[src/watchdog_map.vh]
`ifndef WATCHDOG_MAP_VH
`define WATCHDOG_MAP_VH
// ==========================================================
// configuration index offsets
`define IDX_LDEV_SELECT   8'h07
`define IDX_DEV_ACTIVATE  8'h30
`define IDX_TIME_UNIT     8'hF5
`define IDX_TIMEOUT_COUNT 8'hF6
// ==========================================================
// key values
`define UNLOCK_BYTE       8'h87
`define LOCK_BYTE         8'hAA
`define WATCHDOG_LDEV_NUMBER 8'h08
`define UNIT_MINUTES      8'h08
`define UNIT_SECONDS      8'h00
`define ACTIVATE_BIT      0
`define UNIT_MINUTE_BIT   3
// ==========================================================
// reset values
`define RST_LDEV_SELECT   8'h00
`define RST_DEV_ACTIVATE  8'h00
`define RST_TIME_UNIT     8'h00
`define RST_TIMEOUT_COUNT 8'h00
// ==========================================================
// timing
`define CLOCK_HZ          250000000
`define SECONDS_PER_MIN   60
`define RESET_PULSE_NS    1000
`define RESET_PULSE_CYC   ((`RESET_PULSE_NS * 250) / 1000)
`endif
[src/config_regfile.v]
`timescale 1ns/1ps
`include "watchdog_map.vh"
// ==========================================================
// small register store for watchdog configuration bytes
module config_regfile
(
    input  wire       clock,
    input  wire       resetN,
    input  wire       writeEn,
    input  wire [1:0] writeSel,
    input  wire [7:0] writeData,
    input  wire [1:0] readSel,
    output reg  [7:0] readData,
    output reg  [7:0] ldevSelect,
    output reg  [7:0] devActivate,
    output reg  [7:0] timeUnit,
    output reg  [7:0] timeoutCount
);
    always @(posedge clock or negedge resetN)
    begin
        if (!resetN)
        begin
            ldevSelect   <= `RST_LDEV_SELECT;
            devActivate  <= `RST_DEV_ACTIVATE;
            timeUnit     <= `RST_TIME_UNIT;
            timeoutCount <= `RST_TIMEOUT_COUNT;
            readData     <= 8'h00;
        end
        else
        begin
            if (writeEn)
            begin
                case (writeSel)
                    2'd0: ldevSelect   <= writeData;
                    2'd1: devActivate  <= writeData;
                    2'd2: timeUnit     <= writeData;
                    default: timeoutCount <= writeData;
                endcase
            end
            case (readSel)
                2'd0: readData <= ldevSelect;
                2'd1: readData <= devActivate;
                2'd2: readData <= timeUnit;
                default: readData <= timeoutCount;
            endcase
        end
    end
endmodule // config_regfile

[src/superio_watchdog_reset_timer.v]
// How it works
// - countdown expiring unreloaded pulses the system reset output.
// - two unlock bytes to index port open configuration; else ignored.
// - time unit register: 08 counts minutes, 00 counts seconds.
// - count register holds 8-bit timeout 0..255; 1..255 usable.
// - each write of the count register reloads the countdown.
// - writing 00 to activation stops the watchdog, except in the cycle of the last count step.
`timescale 1ns/1ps
`include "watchdog_map.vh"
module superio_watchdog_reset_timer
#(
    parameter TICKS_PER_SECOND = `CLOCK_HZ,
    parameter SECONDS_PER_MIN  = `SECONDS_PER_MIN,
    parameter RESET_PULSE_CYC  = `RESET_PULSE_CYC
)
(
    input  wire       clock,
    input  wire       rstn,
    input  wire       ioWrite,
    input  wire       ioRead,
    input  wire       dataPortSel,
    input  wire [7:0] ioWriteData,
    output reg  [7:0] ioReadData,
    output reg        configOpen,
    output reg        watchdogRunning,
    output reg        systemResetPulse
);
    // ======================================================
    // reset release
    // release is synchronised so no flop on resetN sees reset drop near an edge
    reg syncStage1_reg;
    reg syncStage2_reg;
    always @(posedge clock or negedge rstn)
    begin
        if (!rstn)
        begin
            syncStage1_reg <= 1'b0;
            syncStage2_reg <= 1'b0;
        end
        else
        begin
            syncStage1_reg <= 1'b1;
            syncStage2_reg <= syncStage1_reg;
        end
    end
    wire resetN = syncStage2_reg;

    // ======================================================
    // index/data port decoding
    localparam ST_LOCKED = 3'b001;
    localparam ST_HALF   = 3'b010;
    localparam ST_OPEN   = 3'b100;
    reg [2:0] unlock_reg;
    reg [7:0] index_reg;
    wire [7:0] ldevSelect;
    wire [7:0] devActivate;
    wire [7:0] timeUnit;
    wire [7:0] timeoutCount;
    wire [7:0] regReadData;

    function [2:0] decodeIndex;
        input [7:0] idx;
        begin
            if (idx == `IDX_LDEV_SELECT)
                decodeIndex = 3'b100;
            else if (idx == `IDX_DEV_ACTIVATE)
                decodeIndex = 3'b101;
            else if (idx == `IDX_TIME_UNIT)
                decodeIndex = 3'b110;
            else if (idx == `IDX_TIMEOUT_COUNT)
                decodeIndex = 3'b111;
            else
                decodeIndex = 3'b000;
        end
    endfunction

    wire [2:0] idxHit = decodeIndex(index_reg);
    wire isOpen = (unlock_reg == ST_OPEN);
    // device-wide select lives at 07; others only when device 08 chosen
    wire devSel = (ldevSelect == `WATCHDOG_LDEV_NUMBER);
    wire idxOk = idxHit[2] &&
                 ((idxHit[1:0] == 2'd0) || devSel);
    wire dataWrite = ioWrite && dataPortSel && isOpen && idxOk;
    wire countWrite = dataWrite && (idxHit[1:0] == 2'd3);

    always @(posedge clock or negedge resetN)
    begin
        if (!resetN)
        begin
            unlock_reg <= ST_LOCKED;
            index_reg  <= 8'h00;
        end
        else if (ioWrite && !dataPortSel)
        begin
            case (unlock_reg)
                ST_LOCKED:
                    unlock_reg <= (ioWriteData == `UNLOCK_BYTE) ?
                                  ST_HALF : ST_LOCKED;
                ST_HALF:
                    unlock_reg <= (ioWriteData == `UNLOCK_BYTE) ?
                                  ST_OPEN : ST_LOCKED;
                ST_OPEN:
                begin
                    if (ioWriteData == `LOCK_BYTE)
                        unlock_reg <= ST_LOCKED;
                    else
                        index_reg <= ioWriteData;
                end
                default: unlock_reg <= ST_LOCKED;
            endcase
        end
    end

    config_regfile regs
    (
        .clock        (clock),
        .resetN       (resetN),
        .writeEn      (dataWrite),
        .writeSel     (idxHit[1:0]),
        .writeData    (ioWriteData),
        .readSel      (idxHit[1:0]),
        .readData     (regReadData),
        .ldevSelect   (ldevSelect),
        .devActivate  (devActivate),
        .timeUnit     (timeUnit),
        .timeoutCount (timeoutCount)
    );

    // ======================================================
    // host read port
    // refused reads return FF, as an idle bus would
    wire readHit = ioRead && dataPortSel && isOpen && idxOk;

    always @(posedge clock or negedge resetN)
    begin
        if (!resetN)
        begin
            ioReadData <= 8'h00;
            configOpen <= 1'b0;
        end
        else
        begin
            configOpen <= isOpen;
            ioReadData <= readHit ? regReadData : 8'hFF;
        end
    end

    // ======================================================
    // countdown
    reg [31:0] tick_reg;
    reg [5:0]  minute_reg;
    reg [7:0]  count_reg;
    reg [15:0] pulse_reg;
    wire active = devActivate[`ACTIVATE_BIT];
    wire useMinutes = timeUnit[`UNIT_MINUTE_BIT];
    wire secTick = (tick_reg == TICKS_PER_SECOND - 1);
    wire unitTick = secTick &&
                    (!useMinutes || minute_reg == SECONDS_PER_MIN - 1);
    // a reload in the same cycle beats the last count step; a stop write there does not, as activation is registered
    wire expireNow = active && !countWrite && watchdogRunning &&
                     unitTick && (count_reg == 8'h01);

    always @(posedge clock or negedge resetN)
    begin
        if (!resetN)
        begin
            tick_reg         <= 32'h0000_0000;
            minute_reg       <= 6'h00;
            count_reg        <= 8'h00;
            watchdogRunning  <= 1'b0;
        end
        else
        begin
            if (!active)
            begin
                // stop wins over any pending expiry
                watchdogRunning <= 1'b0;
                tick_reg        <= 32'h0000_0000;
                minute_reg      <= 6'h00;
                if (countWrite)
                    count_reg <= ioWriteData;
            end
            else if (countWrite)
            begin
                count_reg       <= ioWriteData;
                tick_reg        <= 32'h0000_0000;
                minute_reg      <= 6'h00;
                // zero means disarmed; 1..255 arm the timer
                watchdogRunning <= (ioWriteData != 8'h00);
            end
            else if (watchdogRunning)
            begin
                tick_reg <= secTick ? 32'h0000_0000 :
                            tick_reg + 32'h0000_0001;
                if (secTick)
                    minute_reg <= (minute_reg == SECONDS_PER_MIN - 1) ?
                                  6'h00 : minute_reg + 6'h01;
                if (unitTick)
                    count_reg <= count_reg - 8'h01;
                if (expireNow)
                    watchdogRunning <= 1'b0;
            end
        end
    end

    // ======================================================
    // reset pulse stretcher
    // fixed length so the system sees a clean reset level; a new
    // expiry needs a rearm first, so the pulse is never retriggered
    always @(posedge clock or negedge resetN)
    begin
        if (!resetN)
        begin
            pulse_reg        <= 16'h0000;
            systemResetPulse <= 1'b0;
        end
        else
        begin
            systemResetPulse <= (pulse_reg != 16'h0000);
            if (expireNow)
                pulse_reg <= RESET_PULSE_CYC[15:0];
            else if (pulse_reg != 16'h0000)
                pulse_reg <= pulse_reg - 16'h0001;
        end
    end
endmodule // superio_watchdog_reset_timer

[config.mk]
export PLATFORM = sky130hd
export DESIGN_NAME = superio_watchdog_reset_timer
export DESIGN_NICKNAME = d
export VERILOG_FILES = /design/src/config_regfile.v /design/src/superio_watchdog_reset_timer.v
export VERILOG_INCLUDE_DIRS = /design/src
export SDC_FILE = /design/constraint.sdc
export NUM_CORES = 1
export LEC_CHECK = 0
export ABC_AREA = 1
export BUFFER_PORTS_ARGS = -buffer_cell sky130_fd_sc_hd__buf_2
export CORE_MARGIN = 2
export CORE_UTILIZATION = 50
export CTS_CLUSTER_SIZE = 12
export DETAILED_ROUTE_END_ITERATION = 12
export PLACE_DENSITY_LB_ADDON = 0.12
export RECOVER_POWER = 25
export SYNTH_ARGS = -nofsm -noshare
export SYNTH_HDL_FRONTEND = slang
export SYNTH_SLANG_ARGS = --single-unit
[constraint.sdc]
create_clock -name clock -period 5.2 [get_ports clock]
set_input_delay 1.04 -clock clock [delete_from_list [all_inputs] [get_ports clock]]
set_output_delay 1.04 -clock clock [all_outputs]
set_load 0.02 [all_outputs]
# After elaboration in Yosys (flattened, before gate mapping)
# Index checks and enable logic that the tools add are counted.
# classes
n_addsub,4
eq_ne,19
mux,30
n_bitwise,2
reduce_logical,35
# ops
cell,count
$mux W32,4
$mux W8,6
$add A32 B1 Y32 const B,1
$eq A32 B28 Y1 const B,1
$eq A8 B8 Y1 const B,4
$mux W16,2
$mux W6,5
$pmux W8 S3,1
$mux W3,6
$reduce_bool A16 Y1,1
$sub A16 B1 Y16 const B,1
$logic_and A1 B1 Y1,14
$reduce_and A2 Y1,6
$pmux W3 S3,1
$eq A8 B1 Y1 const B,1
$eq A8 B3 Y1 const B,1
$eq A8 B4 Y1 const B,1
$eq A8 B6 Y1 const B,1
$reduce_bool A2 Y1,4
$reduce_bool A8 Y1,1
$sub A8 B1 Y8 const B,1
$add A6 B1 Y6 const B,1
$eq A6 B6 Y1 const B,1
$ne A3 B3 Y1 const B,2
other kinds (14),23
# totals
reg_bits,126
in_bits,13
wordCells,107

# Logic depth before layout (Yosys ltp)
# logic_depth
word_depth,19
depth_mapped,12
mapped_depth_nobuf,12

# Hierarchy
# From an unflattened synthesis, not the netlist that was laid out.
# hier_totals
cells_unflattened,976
hier_area_um2,7206.9
# by_module_without_submodules
mod,instances,cells_each,area_per_inst_um2,seq_area_each_um2
superio_watchdog_reset_timer,1,807,5527.8,2153.3
config_regfile,1,169,1679.1,1001.0

# Worst setup path before layout
# OpenSTA, ideal clock, no wires.
# synth_path
path_kind,in2reg
from,in ioWriteData[3]
to,reg index_reg[0]
setup_ns,0.131
arrival_time_ns,1.957
required_time_ns,5.069
path_slack_ns,3.112
stages,6
n_path_buf,1
cell_sequence,inv_1 -> nor4_1 -> nand4_1 -> nand3_1 -> clkbuf_1 -> o21ai_0
# synth_via
elab_chain_len,3
# synth_lines
item,line_no,source
"start, declared",superio_watchdog_reset_timer.v:22,"input wire [7:0] ioWriteData,"
$eq A8 B8 Y1 (no source line),--,
$not A1 Y1 (no source line),--,
$reduce_and A3 Y1 (no source line),--,
"end signal, assigned",superio_watchdog_reset_timer.v:107,index_reg <= ioWriteData;
"end, declared",superio_watchdog_reset_timer.v:54,reg [7:0] index_reg;
# No other way between the ends.
# A chain may end at the register's enable or synchronous reset.

==> Implementation_results.wiki <==
{| class="wikitable"
! Metric !! Value
|-
| Outcome || finished, violations left
|-
| Failing checks || max-capacitance violations, max-slew violations
|-
| Starting Density || 0.509
|-
| Proportion of power drawn by combinational gates || 0.018
|-
| Net switching fraction of the power || 0.225
|-
| Worst reg-to-reg path cell count || 1
|-
| Clock tree from TritonCTS || built
|-
| Placement-stage cell area || 0.00725 mm²
|-
| Buffer depth of the longest clock path || 2
|-
| Die width || 123 µm
|-
| Maximum number of pins on one net before global-route repair || 61
|-
| Global router's overall resource usage || 0.229
|-
| Worst slew margin relative to its limit || -0.374
|-
| Pre-Repair DR Iteration Count || 5
|-
| Die area || 0.0150 mm²
|-
| Number of vias per cell || 5.08
|-
| Remaining DRCs || 0
|-
| Number of cells on the worst hold path || 0
|-
| Number of sinks on the clock net || 126
|-
| Crit-path cells || clkbuf_1
|-
| WL/cell || 13.6 µm
|-
| Number of flip-flops in the largest register || 32
|-
| Worst path buffer plus inverter count || 1
|-
| Final Routed Wirelength || 15.9 mm
|-
| Leakage power || 3.77 nW
|-
| Routability-driven placement congestion ratio || 0.970
|-
| Core box area || 0.0138 mm²
|-
| Maximum operating frequency || 296 MHz
|-
| Count of instances resized after the clock tree is built || 0
|-
| Floorplan die height || 123 µm
|-
| Antenna violations before repair || 0
|-
| Max-slew violation total from the final report || 83
|-
| Mean Syn Cell Area || 7.35 µm²
|-
| P&R area growth vs syn || 11.7%
|-
| Hpwl dp || 11.3 mm
|-
| Overflow left after global routing || 0
|-
| Number of buffers added for setup after CTS || 0
|-
| Number of standard cells after synthesis || 957
|-
| Setup slack after layout || 1.82 ns
|-
| P per Cell Area || 289 mW/mm²
|-
| Slew at the pin closest to its max-slew limit || 2.06 ns
|-
| Drt initial violations || 367
|-
| Wire length of the first global-routing pass || 26.9 mm
|-
| Switching power || 0.000510 W
|-
| Fraction of the yosys area taken by sequential cells || 0.448
|-
| Sequential Power Share || 0.439
|-
| Maximum single-stage delay on the critical path || 1.56 ns
|-
| Endpoint class of the critical path || async pin
|-
| Row count || 43
|-
| Number of setup violations in the final report || 0
|-
| Buffer cell driving the clock tree root || sky130_fd_sc_hd__clkbuf_16
|-
| Setup CP Type || flip-flop to async pin
|-
| Clock transition at the registers of the reported paths || 0.06 ns
|-
| Max stage delay cell, worst path || sky130_fd_sc_hd__clkbuf_1
|-
| CP arrival || 3.50 ns
|-
| Clock latency at the later pin of the worst-skew pair || 0.42 ns
|-
| Clk pwr share || 0.543
|-
| Critical path's top delay family || buffers and inverters
|-
| Fin util || 0.568
|-
| Maximum VDD drop || 0.260 mV
|-
| Critical path startpoint category || flip-flop
|-
| Cts hold-fix bufs || 0
|-
| Number of levels the H-tree was split into || 4
|-
| Largest clock skew in the final design || 0.00772 ns
|-
| Internal power of the cells || 0.00176 W
|-
| Count of unique library cells instantiated by Yosys || 40
|-
| Antenna-violating nets left || 0
|-
| Synthesized net count || 975
|-
| Setup TNS Final || 0 ns
|-
| Worst setup timing slack at the placement stage || 1.98 ns
|-
| NumNets Final || 993
|-
| Cell area after technology mapping || 0.00703 mm²
|-
| Number of CTS-inserted buffers || 17
|-
| Req. time, crit path || 5.32 ns
|-
| Unrepaired setup endpoints after global routing || false
|-
| Warnings, synthesis || 0
|-
| Share of layout cells above drive strength 1 || 0.0820
|-
| Worst min-delay path class || flip-flop to flip-flop
|-
| Total inserted antenna cells || 0
|-
| Fin. Hold Viols || 0
|-
| Tmin final || 3.38 ns
|-
| I/O pin count || 24
|-
| Final worst-path cycle share || 0.650
|-
| Vias after detailed routing || 5934
|-
| Number of maximum-capacitance constraint violations || 2
|-
| Post-route design area || 0.00786 mm²
|-
| Vias in the first global route || 5489
|-
| Number of cells on the critical path || 1
|-
| Worst Path Max Fanout || 42
|-
| Synthesis-stage register bit count || 126
|-
| Port Buffer Count || 23
|}
path summary, 6_finish.rpt:
| path | from | end | slack (ns) |
|---|---|---|---|
| worst min register to register | syncStage1_reg | resetN | 0.35 |
| worst max register to register | resetN | regs.devActivate[0] | 1.82 |
| min in group asynchronous | rstn | syncStage1_reg | 0.39 |
| worst max-delay path | resetN | regs.devActivate[0] | 1.82 |
| max in group clock | index_reg[5] | pulse_reg[14] | 2.01 |
| worst min-delay path | syncStage1_reg | resetN | 0.35 |
cell families (layout without fill, tap and decap cells):
kind of cell,count (synthesis),after routing,synth area share
buf+inv,142,173,0.0827
compound gates,66,66,0.0557
simple gates,587,587,0.366
flops,126,126,0.448
fa+ha+maj,5,5,0.00889
other cells,1,1,0.000533
xor+xnor,30,30,0.0374
through the flow:
stage,hold slack (ns),power (W),cells
CTS,0.351,0.00230,1168
detailed placement,0.338,0.00106,1136
floorplan,0.331,0.00104,957
global route,0.366,0.00235,1168
global placement,0.337,0.00106,1136
finish,0.347,0.00227,1168
synthesized netlist by cell type (all sizes together):
master	number	area (µm²)
nor3	17	95.1
o21a	9	67.6
nor4	5	31.3
clkinv	1	3.75
nor2	134	531
xor2	18	158
o2111ai	3	26.3
a21oi	6	30.0
inv	113	424
nand2	307	1170
nand4	42	278
a22oi	5	37.5
conb	1	3.75
clkbuf	7	26.3
dfstp	1	26.3
o211ai	6	45.0
buf	21	128
xnor2	12	105
dfrtp	125	3130
nor3b	2	15.0
or2	2	12.5
and2	1	6.26
ha	5	62.6
o21ai	37	185
nand3	72	380
nand3b	5	53.8
power by group through the flow:
stage	sequential (W)	combinational [W]	clock, W
after floorplan	0.00102	0.0000155	0
after global placement	0.00102	0.0000432	0
after detailed placement	0.00102	0.0000432	0
after CTS	0.000997	0.0000435	0.00126
after global routing	0.000998	0.0000484	0.00130
final	0.000996	0.0000417	0.00123
layout make-up:
cell class	count	area [µm²]
Tap cell	180	225
Clock buffer	18	429
Inverter	114	428
Multi-Input combinational cell	689	3300
Timing Repair Buffer	27	140
Clock inverter	14	185
Sequential cell	126	3150
Fill cell	1286	5970
placed cells by master, fill, tap and decap left out, types with 9 or more instances in the layout:
cell	synthesis	routed
sky130_fd_sc_hd__buf_2	9	22
sky130_fd_sc_hd__clkbuf_16	0	17
sky130_fd_sc_hd__dfrtp_1	125	125
sky130_fd_sc_hd__inv_1	111	111
sky130_fd_sc_hd__nand2_1	302	302
sky130_fd_sc_hd__nand3_1	68	68
sky130_fd_sc_hd__nand4_1	41	41
sky130_fd_sc_hd__nor2_1	127	127
sky130_fd_sc_hd__nor3_1	15	15
sky130_fd_sc_hd__o21a_1	9	9
sky130_fd_sc_hd__o21ai_0	31	31
sky130_fd_sc_hd__xnor2_1	12	12
sky130_fd_sc_hd__xor2_1	18	18
layer usage:
layer,up-vias,GRT usage,share of wire
li1,3092,-,-
met1,2730,0.344,0.50
met2,97,0.327,0.44
met3,15,0.0595,0.046
met4,0,0.0618,0.012
met5,-,0,0
Note: power is estimated with default switching activity, not from simulation.
